==> config.mk <==
export PLATFORM = sky130hd
export DESIGN_NAME = ulfc_top
export DESIGN_NICKNAME = d
export VERILOG_FILES = /design/src/shared/ulfc_pkg.sv /design/src/hdl/ulfc_fifo.sv /design/src/hdl/ulfc_top.sv
export SDC_FILE = /design/constraint.sdc
export NUM_CORES = 2
export LEC_CHECK = 0
export ABC_CLOCK_PERIOD_IN_PS = 3800
export BUFFER_PORTS_ARGS = -buffer_cell sky130_fd_sc_hd__clkbuf_2
export CAP_MARGIN = 5
export CELL_PAD_IN_SITES_DETAIL_PLACEMENT = 1
export CELL_PAD_IN_SITES_GLOBAL_PLACEMENT = 1
export CORE_MARGIN = 8
export CORE_UTILIZATION = 43
export CTS_BUF_LIST = sky130_fd_sc_hd__clkbuf_8 sky130_fd_sc_hd__clkbuf_16
export CTS_CLUSTER_SIZE = 12
export DETAILED_ROUTE_END_ITERATION = 8
export PLACE_DENSITY = 0.69
export SLEW_MARGIN = 30
export SYNTH_ARGS = -nofsm -noshare
export SYNTH_HDL_FRONTEND = slang
export SYNTH_MEMORY_MAX_BITS = 65536
export SYNTH_SLANG_ARGS = --single-unit
==> constraint.sdc <==
create_clock -name i_mclk -period 3.8 [get_ports i_mclk]
set_input_delay 0.38 -clock i_mclk [delete_from_list [all_inputs] [get_ports i_mclk]]
set_output_delay 0.38 -clock i_mclk [all_outputs]
set_load 0.1 [all_outputs]
==> src/shared/ulfc_pkg.sv <==
// Purpose: Constants for the UART loopback and FIFO control block
// Assumes: Classic Wishbone slave, 32-bit data, word-aligned registers
// Notes: Twelve-bit registers; offsets and config word are local choices
// Function
// - Data echo bit 0 loops transmitted serial bits into receiver.
// - During data echo, transmit pin idles and receive pin ignored.
// - Handshake echo bit 1 feeds own RTS back as CTS.
// - Ready echo bit 2 feeds own DTR back as DSR.
// - Writing one to transmit flush bit 0 empties FIFO, self-clears.
// - Transmit FIFO count readable as eight bits in 7:0.
// - Writing one to receive flush bit 0 empties FIFO, self-clears.
// - Receive FIFO count readable as nine bits in 8:0.
// - Low latency forced on when baud rate below 40961.
// - Without low latency, forward at full packet or three idle chars.
// - Standard serial-class driver lowers packet threshold to 63 bytes.
// - With low latency, forward each received byte immediately.
// - Extended format bit zero normal mode, one selects wide mode.
package ulfc_pkg;
  localparam logic [7:0] ULFC_ECHO_OFS = 8'h00;
  localparam logic [7:0] ULFC_TXFL_OFS = 8'h04;
  localparam logic [7:0] ULFC_TXLV_OFS = 8'h08;
  localparam logic [7:0] ULFC_RXFL_OFS = 8'h0c;
  localparam logic [7:0] ULFC_RXLV_OFS = 8'h10;
  localparam logic [7:0] ULFC_LAT_OFS = 8'h14;
  localparam logic [7:0] ULFC_WIDE_OFS = 8'h18;
  localparam logic [7:0] ULFC_CFG_OFS = 8'h1c;
  localparam int ULFC_ECHO_DATA_BIT = 0;
  localparam int ULFC_ECHO_HS_BIT = 1;
  localparam int ULFC_ECHO_RDY_BIT = 2;
  localparam int ULFC_FLUSH_BIT = 0;
  localparam int ULFC_EN_BIT = 0;
  localparam int ULFC_CFG_CDC_BIT = 0;
  localparam int ULFC_REG_W = 12;
  localparam logic [11:0] ULFC_ECHO_RST = 12'h000;
  localparam logic [11:0] ULFC_LAT_RST = 12'h000;
  localparam logic [11:0] ULFC_WIDE_RST = 12'h000;
  localparam logic [11:0] ULFC_CFG_RST = 12'h000;
  localparam logic [23:0] ULFC_LOWLAT_BAUD = 24'd40961;
  localparam logic [9:0] ULFC_PKT_FULL = 10'd64;
  localparam logic [9:0] ULFC_PKT_CDC = 10'd63;
  localparam int ULFC_TIMEOUT_CHARS = 3;
endpackage

==> src/hdl/ulfc_fifo.sv <==
// Purpose: Synchronous FIFO with flush and fill count
// Assumes: Single clock; read data registered
// Notes: Flush wins over push and pop in the same cycle
`timescale 1ns/1ps
`default_nettype none
module ulfc_fifo #(
  parameter int W = 9,
  parameter int DEPTH = 128,
  parameter int CW = 8
) (
  input wire logic i_mclk,
  input wire logic i_rst_b,
  input wire logic i_flush,
  input wire logic i_push_valid,
  output logic o_push_ready,
  input wire logic [W-1:0] i_push_data,
  output logic o_pop_valid,
  input wire logic i_pop_ready,
  output logic [W-1:0] o_pop_data,
  output logic [CW-1:0] o_count
);
  localparam int AW = $clog2(DEPTH);
  logic [W-1:0] mem [DEPTH];
  logic [AW-1:0] wr_ptr_reg;
  logic [AW-1:0] rd_ptr_reg;
  logic [CW-1:0] count_reg;
  logic do_push;
  logic do_pop;
  logic [AW-1:0] rd_inc;
  logic [AW-1:0] head_ptr;
  logic [W-1:0] data_reg;

  assign o_push_ready = (count_reg != CW'(DEPTH)) && !i_flush;
  assign o_pop_valid = (count_reg != '0) && !i_flush;
  assign do_push = i_push_valid && o_push_ready;
  assign do_pop = o_pop_valid && i_pop_ready;
  assign o_count = count_reg;
  assign rd_inc = (rd_ptr_reg == AW'(DEPTH - 1)) ? '0 : rd_ptr_reg + 1'b1;
  assign head_ptr = i_flush ? '0 : (do_pop ? rd_inc : rd_ptr_reg);
  assign o_pop_data = data_reg;

  // Head word kept in a register; a push into the new head bypasses memory
  always_ff @(posedge i_mclk) begin
    if (do_push) begin
      mem[wr_ptr_reg] <= i_push_data;
    end
    if (do_push && wr_ptr_reg == head_ptr) begin
      data_reg <= i_push_data;
    end else begin
      data_reg <= mem[head_ptr];
    end
  end

  always_ff @(posedge i_mclk or negedge i_rst_b) begin
    if (!i_rst_b) begin
      wr_ptr_reg <= '0;
      rd_ptr_reg <= '0;
      count_reg <= '0;
    end else if (i_flush) begin
      wr_ptr_reg <= '0;
      rd_ptr_reg <= '0;
      count_reg <= '0;
    end else begin
      if (do_push) begin
        wr_ptr_reg <= (wr_ptr_reg == AW'(DEPTH - 1)) ? '0 : wr_ptr_reg + 1'b1;
      end
      if (do_pop) begin
        rd_ptr_reg <= (rd_ptr_reg == AW'(DEPTH - 1)) ? '0 : rd_ptr_reg + 1'b1;
      end
      if (do_push && !do_pop) begin
        count_reg <= count_reg + 1'b1;
      end else if (do_pop && !do_push) begin
        count_reg <= count_reg - 1'b1;
      end
    end
  end
endmodule
`default_nettype wire

==> src/hdl/ulfc_top.sv <==
// Purpose: Loopback, FIFO flush, fill counts and receive forwarding control
// Assumes: Serial bit engines and USB packet engine sit outside this block
// Notes: Registers on classic Wishbone; unmapped reads return zero
`timescale 1ns/1ps
`default_nettype none
module ulfc_top #(
  parameter int TX_DEPTH = 128,
  parameter int RX_DEPTH = 384,
  parameter int CHAR_W = 9
) (
  input wire logic i_mclk,
  input wire logic i_rst_b,
  // Wishbone slave
  input wire logic i_wb_cyc,
  input wire logic i_wb_stb,
  input wire logic i_wb_we,
  input wire logic [7:0] i_wb_adr,
  input wire logic [3:0] i_wb_sel,
  input wire logic [31:0] i_wb_dat,
  output logic [31:0] o_wb_dat,
  output logic o_wb_ack,
  // Host side transmit characters into TX FIFO
  input wire logic i_tx_in_valid,
  output logic o_tx_in_ready,
  input wire logic [CHAR_W-1:0] i_tx_in_data,
  // TX FIFO toward serialiser
  output logic o_tx_char_valid,
  input wire logic i_tx_char_ready,
  output logic [CHAR_W-1:0] o_tx_char_data,
  // Serialiser bit and receiver bit
  input wire logic i_ser_tx_bit,
  output logic o_deser_rx_bit,
  // Serial pins
  output logic o_pin_tx,
  output logic o_pin_tx_oe,
  input wire logic i_pin_rx,
  // Modem handshakes
  input wire logic i_core_rts,
  input wire logic i_core_dtr,
  output logic o_core_cts,
  output logic o_core_dsr,
  output logic o_pin_rts,
  output logic o_pin_dtr,
  input wire logic i_pin_cts,
  input wire logic i_pin_dsr,
  // Deserialiser characters into RX FIFO
  input wire logic i_rx_char_valid,
  output logic o_rx_char_ready,
  input wire logic [CHAR_W-1:0] i_rx_char_data,
  input wire logic i_char_tick,
  // RX FIFO toward USB packet engine
  output logic o_rx_out_valid,
  input wire logic i_rx_out_ready,
  output logic [CHAR_W-1:0] o_rx_out_data,
  output logic o_rx_out_last,
  // Baud and mode
  input wire logic [23:0] i_baud_rate,
  output logic o_wide_mode
);
  //----------------------------------------------------------------
  // Register state
  //----------------------------------------------------------------
  logic [11:0] echo_reg;
  logic [11:0] lat_reg;
  logic [11:0] wide_reg;
  logic [11:0] cfg_reg;
  logic tx_flush_reg;
  logic rx_flush_reg;
  logic ack_reg;
  logic [31:0] rdat_reg;
  logic [7:0] tx_count;
  logic [8:0] rx_count;
  logic wb_req;
  logic wb_wr;
  logic lowlat_eff;

  assign wb_req = i_wb_cyc && i_wb_stb && !ack_reg;
  assign wb_wr = wb_req && i_wb_we && i_wb_sel[0] && i_wb_sel[1];
  assign o_wb_ack = ack_reg;
  assign o_wb_dat = rdat_reg;

  //----------------------------------------------------------------
  // Pin synchronisers
  //----------------------------------------------------------------
  logic [1:0] rx_sync_reg;
  logic [1:0] cts_sync_reg;
  logic [1:0] dsr_sync_reg;

  always_ff @(posedge i_mclk or negedge i_rst_b) begin
    if (!i_rst_b) begin
      rx_sync_reg <= 2'h3;
      cts_sync_reg <= 2'h0;
      dsr_sync_reg <= 2'h0;
    end else begin
      rx_sync_reg <= {rx_sync_reg[0], i_pin_rx};
      cts_sync_reg <= {cts_sync_reg[0], i_pin_cts};
      dsr_sync_reg <= {dsr_sync_reg[0], i_pin_dsr};
    end
  end

  //----------------------------------------------------------------
  // Echo paths
  //----------------------------------------------------------------
  logic echo_data;
  logic echo_hs;
  logic echo_rdy;
  assign echo_data = echo_reg[ulfc_pkg::ULFC_ECHO_DATA_BIT];
  assign echo_hs = echo_reg[ulfc_pkg::ULFC_ECHO_HS_BIT];
  assign echo_rdy = echo_reg[ulfc_pkg::ULFC_ECHO_RDY_BIT];

  // Registered so pins and receiver switch on the next sample
  always_ff @(posedge i_mclk or negedge i_rst_b) begin
    if (!i_rst_b) begin
      o_pin_tx <= 1'b1;
      o_pin_tx_oe <= 1'b1;
      o_deser_rx_bit <= 1'b1;
    end else begin
      o_deser_rx_bit <= echo_data ? i_ser_tx_bit : rx_sync_reg[1];
      o_pin_tx <= echo_data ? 1'b1 : i_ser_tx_bit;
      o_pin_tx_oe <= !echo_data;
    end
  end

  // Pins keep the core levels so the far end sees no glitch when looping
  always_ff @(posedge i_mclk or negedge i_rst_b) begin
    if (!i_rst_b) begin
      o_core_cts <= 1'b0;
      o_core_dsr <= 1'b0;
      o_pin_rts <= 1'b0;
      o_pin_dtr <= 1'b0;
    end else begin
      o_core_cts <= echo_hs ? i_core_rts : cts_sync_reg[1];
      o_core_dsr <= echo_rdy ? i_core_dtr : dsr_sync_reg[1];
      o_pin_rts <= i_core_rts;
      o_pin_dtr <= i_core_dtr;
    end
  end

  //----------------------------------------------------------------
  // FIFOs
  //----------------------------------------------------------------
  logic rx_pop;
  logic rx_avail;

  ulfc_fifo #(
    .W(CHAR_W),
    .DEPTH(TX_DEPTH),
    .CW(8)
  ) u_tx_fifo (
    .i_mclk(i_mclk),
    .i_rst_b(i_rst_b),
    .i_flush(tx_flush_reg),
    .i_push_valid(i_tx_in_valid),
    .o_push_ready(o_tx_in_ready),
    .i_push_data(i_tx_in_data),
    .o_pop_valid(o_tx_char_valid),
    .i_pop_ready(i_tx_char_ready),
    .o_pop_data(o_tx_char_data),
    .o_count(tx_count)
  );

  ulfc_fifo #(
    .W(CHAR_W),
    .DEPTH(RX_DEPTH),
    .CW(9)
  ) u_rx_fifo (
    .i_mclk(i_mclk),
    .i_rst_b(i_rst_b),
    .i_flush(rx_flush_reg),
    .i_push_valid(i_rx_char_valid),
    .o_push_ready(o_rx_char_ready),
    .i_push_data(i_rx_char_data),
    .o_pop_valid(rx_avail),
    .i_pop_ready(rx_pop),
    .o_pop_data(o_rx_out_data),
    .o_count(rx_count)
  );

  //----------------------------------------------------------------
  // Receive forwarding
  //----------------------------------------------------------------
  typedef enum logic [1:0] {
    ULFC_GATHER,
    ULFC_DRAIN
  } ulfc_fwd_type;

  ulfc_fwd_type fwd_reg;
  logic [9:0] left_reg;
  logic [1:0] idle_reg;
  logic [9:0] pkt_size;
  logic [9:0] rx_count_w;
  logic burst_ok;

  assign pkt_size = cfg_reg[ulfc_pkg::ULFC_CFG_CDC_BIT] ?
    ulfc_pkg::ULFC_PKT_CDC : ulfc_pkg::ULFC_PKT_FULL;
  assign rx_count_w = {1'b0, rx_count};
  assign lowlat_eff = lat_reg[ulfc_pkg::ULFC_EN_BIT] ||
    (i_baud_rate < ulfc_pkg::ULFC_LOWLAT_BAUD);
  // Packet full or three quiet character times
  assign burst_ok = (rx_count_w >= pkt_size) ||
    (idle_reg == 2'(ulfc_pkg::ULFC_TIMEOUT_CHARS) && rx_count != '0);
  assign o_rx_out_valid = rx_avail &&
    (lowlat_eff || fwd_reg == ULFC_DRAIN);
  assign rx_pop = o_rx_out_valid && i_rx_out_ready;
  assign o_rx_out_last = lowlat_eff || left_reg == 10'd1;

  always_ff @(posedge i_mclk or negedge i_rst_b) begin
    if (!i_rst_b) begin
      idle_reg <= 2'h0;
    end else if (i_rx_char_valid || rx_flush_reg || rx_count == '0) begin
      idle_reg <= 2'h0;
    end else if (i_char_tick && idle_reg != 2'(ulfc_pkg::ULFC_TIMEOUT_CHARS)) begin
      idle_reg <= idle_reg + 2'h1;
    end
  end

  always_ff @(posedge i_mclk or negedge i_rst_b) begin
    if (!i_rst_b) begin
      fwd_reg <= ULFC_GATHER;
      left_reg <= 10'h000;
    end else if (rx_flush_reg || lowlat_eff) begin
      fwd_reg <= ULFC_GATHER;
      left_reg <= 10'h000;
    end else begin
      unique case (fwd_reg)
        ULFC_GATHER: begin
          if (burst_ok) begin
            fwd_reg <= ULFC_DRAIN;
            left_reg <= (rx_count_w < pkt_size) ? rx_count_w : pkt_size;
          end
        end
        ULFC_DRAIN: begin
          if (rx_pop) begin
            left_reg <= left_reg - 10'h001;
            if (left_reg == 10'd1) begin
              fwd_reg <= ULFC_GATHER;
            end
          end
        end
      endcase
    end
  end

  assign o_wide_mode = wide_reg[ulfc_pkg::ULFC_EN_BIT];

  //----------------------------------------------------------------
  // Wishbone register access
  //----------------------------------------------------------------
  always_ff @(posedge i_mclk or negedge i_rst_b) begin
    if (!i_rst_b) begin
      ack_reg <= 1'b0;
    end else begin
      ack_reg <= wb_req;
    end
  end

  // Full 12 bits kept as written; upper bits are software's to keep zero
  always_ff @(posedge i_mclk or negedge i_rst_b) begin
    if (!i_rst_b) begin
      echo_reg <= ulfc_pkg::ULFC_ECHO_RST;
      lat_reg <= ulfc_pkg::ULFC_LAT_RST;
      wide_reg <= ulfc_pkg::ULFC_WIDE_RST;
      cfg_reg <= ulfc_pkg::ULFC_CFG_RST;
    end else if (wb_wr) begin
      unique case (i_wb_adr)
        ulfc_pkg::ULFC_ECHO_OFS: echo_reg <= i_wb_dat[11:0];
        ulfc_pkg::ULFC_LAT_OFS: lat_reg <= i_wb_dat[11:0];
        ulfc_pkg::ULFC_WIDE_OFS: wide_reg <= i_wb_dat[11:0];
        ulfc_pkg::ULFC_CFG_OFS: cfg_reg <= i_wb_dat[11:0];
        default: begin
        end
      endcase
    end
  end

  // Flush strobes last one cycle and clear themselves
  always_ff @(posedge i_mclk or negedge i_rst_b) begin
    if (!i_rst_b) begin
      tx_flush_reg <= 1'b0;
      rx_flush_reg <= 1'b0;
    end else begin
      tx_flush_reg <= wb_wr && i_wb_adr == ulfc_pkg::ULFC_TXFL_OFS &&
        i_wb_dat[ulfc_pkg::ULFC_FLUSH_BIT];
      rx_flush_reg <= wb_wr && i_wb_adr == ulfc_pkg::ULFC_RXFL_OFS &&
        i_wb_dat[ulfc_pkg::ULFC_FLUSH_BIT];
    end
  end

  always_ff @(posedge i_mclk or negedge i_rst_b) begin
    if (!i_rst_b) begin
      rdat_reg <= 32'h0000_0000;
    end else if (wb_req && !i_wb_we) begin
      unique case (i_wb_adr)
        ulfc_pkg::ULFC_ECHO_OFS: rdat_reg <= {20'h00000, echo_reg};
        ulfc_pkg::ULFC_TXLV_OFS: rdat_reg <= {24'h000000, tx_count};
        ulfc_pkg::ULFC_RXLV_OFS: rdat_reg <= {23'h0, rx_count};
        ulfc_pkg::ULFC_LAT_OFS:
          rdat_reg <= {20'h00000, lat_reg[11:1], lowlat_eff};
        ulfc_pkg::ULFC_WIDE_OFS: rdat_reg <= {20'h00000, wide_reg};
        ulfc_pkg::ULFC_CFG_OFS: rdat_reg <= {20'h00000, cfg_reg};
        default: rdat_reg <= 32'h0000_0000;
      endcase
    end
  end
endmodule
`default_nettype wire

; ---- Yosys cells after proc, flatten, opt, wreduce, memory -nomap -nowiden
; Memories as Yosys holds them, arrays and structs flattened. A register that Yosys moved wholly into a read port is not among the register bits.
; Index checks and enable logic that the tools add are counted.
[op_classes]
add_sub_neg = 10
magnitude_cmp = 3
eq_ne = 20
n_mux = 40
n_reduce_logical = 58
[ops]
columns = cell, count
row1 = 9-bit two-way mux, 10
row2 = 12-bit one-hot mux with 6 select lines, 1
row3 = 7-bit two-way mux, 7
row4 = 8-bit by 5-bit equality test with 1-bit output (second input constant), 4
row5 = 10-bit two-way mux, 3
row6 = 9-bit by 1-bit adder with 9-bit output (second input constant), 3
row7 = 1-bit logical AND, 26
row8 = 24-bit by 16-bit < comparator with 1-bit output (second input constant), 1
row9 = 8-bit two-way mux, 3
row10 = 10-bit one-hot mux with 2 select lines, 1
row11 = 9-bit equality test (second input constant), 2
row12 = 8-bit by 4-bit equality test with 1-bit output (second input constant), 2
row13 = 7-bit by 1-bit adder with 7-bit output (second input constant), 2
row14 = 7-bit equality test (second input constant), 2
row15 = 2-bit two-way mux, 6
row16 = 10-bit by 1-bit equality test with 1-bit output (second input constant), 1
row17 = 2-bit AND reduction, 5
row18 = 10-bit by 1-bit subtractor with 10-bit output (second input constant), 1
row19 = 9-bit by 7-bit >= comparator with 1-bit output, 1
row20 = 1-bit zero test, 9
row21 = 9-bit zero test, 1
row22 = 9-bit by 7-bit < comparator with 1-bit output, 1
row23 = 9-bit inequality test (second input constant), 1
row24 = 9-bit nonzero test, 1
row25 = other kinds (20), 37
[totals]
regBits = 159
mem_bits_rw = 4608
out_inout_bits = 64
mem_count = 2
[mem_list]
columns = memory, depth, width, read_ports, rd_ports_with_merged_regs, write_ports, line
row1 = u_rx_fifo.mem, 384, 9, 1, 1, 1, ulfc_fifo.sv:23  ; logic [W-1:0] mem [DEPTH];
row2 = u_tx_fifo.mem, 128, 9, 1, 1, 1, ulfc_fifo.sv:23

; ---- Depth between registers and ports, before layout
[depth]
ltp_word = 10
depth_mapped = 14

; ---- Modules after synthesis
; A second synthesis with hierarchy kept.
[unflattened]
hier_cells = 9136
area_unflattened_um2 = 186103.5
[modules_own_cells]
columns = module, n_inst, cells_each, area_per_inst_um2, seq_area_each_um2
row1 = ulfc_fifo at u_rx_fifo, 1, 6488, 135143.4, 104635.4
row2 = ulfc_fifo at u_tx_fifo, 1, 2246, 46283.1, 35283.8
row3 = ulfc_top, 1, 402, 4677.0, 2233.4

; ---- Worst setup path before layout
; Ideal clock, no wire load.
[synth_timing]
path_kind = reg-to-reg
from = register u_tx_fifo.count_reg[5] (netlist: u_tx_fifo.o_count[5])
to = register u_tx_fifo.count_reg[7] (netlist: u_tx_fifo.o_count[7])
setup_time_ps = 125
arrival_ps = 4518
setup_slack_ps = -842
stages_incl_launch_ff = 13
path_buffers = 0
cell_sequence = dfrtp_1 nor4_1 a41oi_1 nand2_1 nand2_1 ha_1 a21o_1 a21oi_1 o21bai_1 a2111oi_0 nor3_1 mux2i_1 mux2_2
[synth_between]
elab_chain_len = 7
elab_cells_between_ends = 16
classes_between = add/sub: 2 / eq/ne: 1 / mux: 3 / reduce/logical: 10
[synth_rtl]
columns = item, line
row1 = "start, declared", ulfc_fifo.sv:26  ; logic [CW-1:0] count_reg;
row2 = "start signal, assigned", ulfc_fifo.sv:71  ; count_reg <= count_reg + 1'b1;
row3 = "start signal, assigned", ulfc_fifo.sv:73  ; count_reg <= count_reg - 1'b1;
row4 = 8-bit nonzero test (*), ulfc_fifo.sv:34  ; assign o_pop_valid = (count_reg != '0) && !i_flush;
row5 = 1-bit logical AND (*), ulfc_fifo.sv:34
row6 = via o_tx_char_valid, ulfc_top.sv:27  ; output logic o_tx_char_valid,
row7 = 1-bit logical AND (*), ulfc_fifo.sv:36  ; assign do_pop = o_pop_valid && i_pop_ready;
row8 = 1-bit zero test, ulfc_fifo.sv:70  ; if (do_push && !do_pop) begin
row9 = 1-bit logical AND, ulfc_fifo.sv:70
row10 = 8-bit two-way mux, ulfc_fifo.sv:70
row11 = 8-bit two-way mux, ulfc_fifo.sv:59  ; end else if (i_flush) begin
; The timed path passes the listed nets; every way through them passes the cells marked *. The select of a mux whose other input is x is not followed.
; A chain may end at the register's enable or synchronous reset.

==> results.json <==
{
  "clk_pin_slew_ns": 0.06,
  "antenna_found_initial": 20,
  "seq_area_frac_synth_pct": 76.68,
  "power_leakage_nw": 69.55,
  "regMostFlops": "u_rx_fifo.mem",
  "worstMarginPinSlew_ns": 1.019,
  "insertion_delay_ns": 1.00,
  "hold_class": "input pin to flop",
  "synth.area.mux_share_pct": 15.56,
  "max_slew_margin_pct": 32.06,
  "cts_tree": "done",
  "die_h_um": 672.6,
  "hpwl_um": 297600,
  "critPathRequiredTime_ns": 3.42,
  "cp.arrival_ns": 4.24,
  "yosysWarningCount": 0,
  "place_area_um2": 196600,
  "core.rowCount": 241,
  "path_class": "flop to primary output",
  "die-width_um": 672.6,
  "drtPass1Iterations": 5,
  "core_um2": 430000,
  "endpoint_kind": "primary output",
  "drv_cap": 0,
  "violations": "negative setup slack",
  "synthArstFlopShare_pct": 2.898,
  "fill_cells": 38280,
  "htree_levels": 5,
  "grt_overflow": 0,
  "io_buffers": 123,
  "final_net_count": 9845,
  "p_per_area_nw_per_um2": 710.6,
  "syn_avg_cell_area_um2": 20.93,
  "rsz0062_at_grt": "yes",
  "drt_iter0_drc": 10020,
  "clock-sinks": 4762,
  "die_area_um2": 452400,
  "vias_per_cell": 5.956,
  "synth_simple_gate_area_share_pct": 2.671,
  "setup_viol": 18,
  "io_pins": 166,
  "synth_compound_area_share_pct": 3.139,
  "vdd_drop_max_mv": 0.6566,
  "dr_total_vias": 93780,
  "largest_reg_flops": 3456,
  "syn-instance-count": 8858,
  "grt_pass1_wl_um": 708300,
  "postRouteAntennaNets": 0,
  "drcViolationCount": 0,
  "r2r_slack_ns": 0.21,
  "worst-r2r-cell-count": 14,
  "fin_crit_sh_pct": 121.5,
  "grt_pass1_vias": 98790,
  "period_minus_slack_ns": 4.619,
  "fin_ws_ns": -0.8186,
  "area_growth_pct": 16.71,
  "hold_slack_ns": 0.01979,
  "grt_max_degree": 129,
  "timing.fmax_mhz": 216.5,
  "drive_above_1_share_pct": 29.01,
  "synth_area_um2": 185400,
  "initial_utilization_pct": 43.11,
  "wl_per_cell_um": 31.46,
  "r2r-start": "u_tx_fifo.o_count[5]",
  "ys.flop_type": "edfxtp_1",
  "hold_viol": 0,
  "synth.distinct_cells": 77,
  "post-place-ws_ns": -0.3388,
  "final.setup_skew_ns": 0.09215,
  "slew_viol_final": 0,
  "ys_ff_latch": 4762,
  "reg_top3": "u_rx_fifo.mem x3456, u_tx_fifo.mem x1152",
  "synth_xor_area_share_pct": 0.1465,
  "routed_wl_um": 495300,
  "synth_edf_count": 4608,
  "synth_top_family_by_area": "multiplexers",
  "cts_made_buffers": 482,
  "grt_usage_pct": 21.10,
  "postLayoutCellArea_um2": 216400,
  "rr_endpoint": "u_tx_fifo.o_count[7]",
  "status": "finished with violations",
  "gp_congestion": 0.8179,
  "clockBufferDepth": 4,
  "cp_max_fo": 10,
  "synth_fa_ha_area_share_pct": 0.2308,
  "crit_end": "o_rx_out_data[5]",
  "critPathLaunchType": "flop",
  "cts-root-buf": "clkbuf_16"
}
==> where the power goes <==
| part | switching, W | leakage (nW) | internal (W) | total (W) |
|---|---|---|---|---|
| combinational | 0.0276 | 18.7 | 0.0231 | 0.0507 |
| clock | 0.0197 | 7.52 | 0.0241 | 0.0438 |
| sequential | 0.000901 | 43.3 | 0.0584 | 0.0593 |
| total | 0.0482 | 69.5 | 0.106 | 0.154 |
==> timing repair <==
item | in CTS | in global routing
gates resized for setup | 306 | 149
gates cloned | 26 | 15
setup buffers | 68 | 80
hold buffers | 51 | 0
hold endpoints to repair | 1004 | 0
pin swaps | 50 | 45
setup endpoints to repair | 18 | 19
==> synth_stat cells, types with 10 or more instances <==
library cell,number,area (um2)
nand3_1,70,350.3
and3_1,36,225.2
o21ai_0,68,340.3
a22oi_1,143,1074
a31oi_1,21,131.4
a2111oi_0,34,297.8
inv_1,21,78.83
a22o_1,74,648.1
mux4_2,1063,23940
a21oi_1,117,585.6
or2_2,11,68.82
xnor2_1,13,113.9
nand3b_1,12,90.09
buf_2,143,715.7
nor3_1,19,95.09
dfxtp_1,16,320.3
mux2_2,72,810.8
edfxtp_1,4608,138400
o21ai_1,10,50.05
nor2_1,603,2263
clkbuf_1,229,859.6
mux2i_1,409,4094
nor4_1,18,112.6
o311a_1,10,100.1
a211oi_1,66,495.5
o221ai_1,44,385.4
ha_1,31,387.9
nand2_1,193,724.4
buf_1,38,142.6
dfrtp_1,133,3328
nand2b_1,30,187.7
buf_6,28,315.3
xor2_1,18,157.7
nand4_1,26,162.7
buf_4,104,780.8
a221oi_1,55,481.7
and2_1,12,75.07
o22ai_1,62,387.9
o211ai_1,41,307.8
nor2b_1,65,406.6
==> through the flow <==
stage	setup TNS [ns]	total power, W	utilization [%]	instances
after global placement	-0.6811	0.1033	45.71	14700
after CTS	-12.22	0.1522	49.86	15650
after floorplan	-0.1376	0.08721	-	8877
final	-10.74	0.1538	50.32	15750
after global routing	-12.43	0.1581	50.32	15750
after detailed placement	-0.9398	0.1041	45.73	14700
==> cells in the final DEF, fill, tap and decap left out, types with 50 or more instances in the layout <==
| cell type | n |
|---|---|
| nand3_1 | 65 |
| nand2_1 | 177 |
| a21oi_1 | 103 |
| clkbuf_2 | 86 |
| buf_4 | 465 |
| clkinv_2 | 52 |
| edfxtp_1 | 4608 |
| nor2_2 | 51 |
| buf_16 | 54 |
| clkbuf_16 | 509 |
| mux4_2 | 1063 |
| buf_12 | 142 |
| nor2b_1 | 55 |
| clkinv_1 | 82 |
| inv_1 | 158 |
| dlygate4sd3_1 | 51 |
| a22o_1 | 64 |
| a22oi_1 | 110 |
| dfrtp_1 | 133 |
| mux2i_1 | 378 |
| mux2_2 | 68 |
| o21ai_0 | 66 |
| nor2_1 | 551 |
| buf_6 | 50 |
==> cells by family (layout without fill, tap and decap cells) <==
family | count (synthesis) | count (layout)
compound gates | 805 | 805
other cells | 1 | 22
flops | 4762 | 4762
fa+ha+maj | 33 | 33
mux | 1544 | 1544
simple gates | 1117 | 1118
buf+inv | 565 | 1721
xor+xnor | 31 | 31
==> worst min path at each step <==
| stage | slack, ns | to | cells past startpoint | startpoint |
|---|---|---|---|---|
| after CTS | 0.00005 | dsr_sync_reg[0] | 2 | i_pin_dsr |
| after detailed placement | 0.34 | cts_sync_reg[1] | 0 | cts_sync_reg[0] |
| after floorplan | 0.08 | cfg_reg[0] | 0 | i_rst_b |
| final | 0.02 | u_tx_fifo.mem[41][4] | 1 | i_tx_in_data[4] |
| after global routing | 0.007 | u_tx_fifo.mem[41][4] | 1 | i_tx_in_data[4] |
| after global placement | 0.34 | dsr_sync_reg[1] | 0 | dsr_sync_reg[0] |
==> cell type report <==
cell class	instances	area [um2]	share of cell area, %
timing repair buffer	892	10260	4.743
clock buffer	496	12340	5.705
clock inverter	312	1946	0.8992
multi-input combinational	3551	42400	19.59
sequential	4762	142200	65.72
tap	5710	7144	3.302
inverter	21	78.83	0.03643
antenna	2	5.005	0.002313
==> metal layers <==
metal	share of wire, %	vias up	track usage, %
li1	-	38560	-
met1	41	50780	29.35
met2	49	3720	35.08
met3	6.8	720	3.180
met4	2.8	6	5.599
met5	0.0071	-	0
==> critical path, stage by stage, from the launching register on <==
cell,delay [ns]
dfxtp_1,0.53
nor2b_4,0.37
buf_4,0.31
nand2_1,0.36
buf_4,0.34
o22ai_1,0.14
buf_4,0.17
nor4_2,0.05
buf_4,0.19
o211ai_1,0.09
buf_4,0.20
o311ai_2,0.09
buf_4,0.20
buf_12,0.17
No activity file was read; power rests on OpenSTA's default activity.
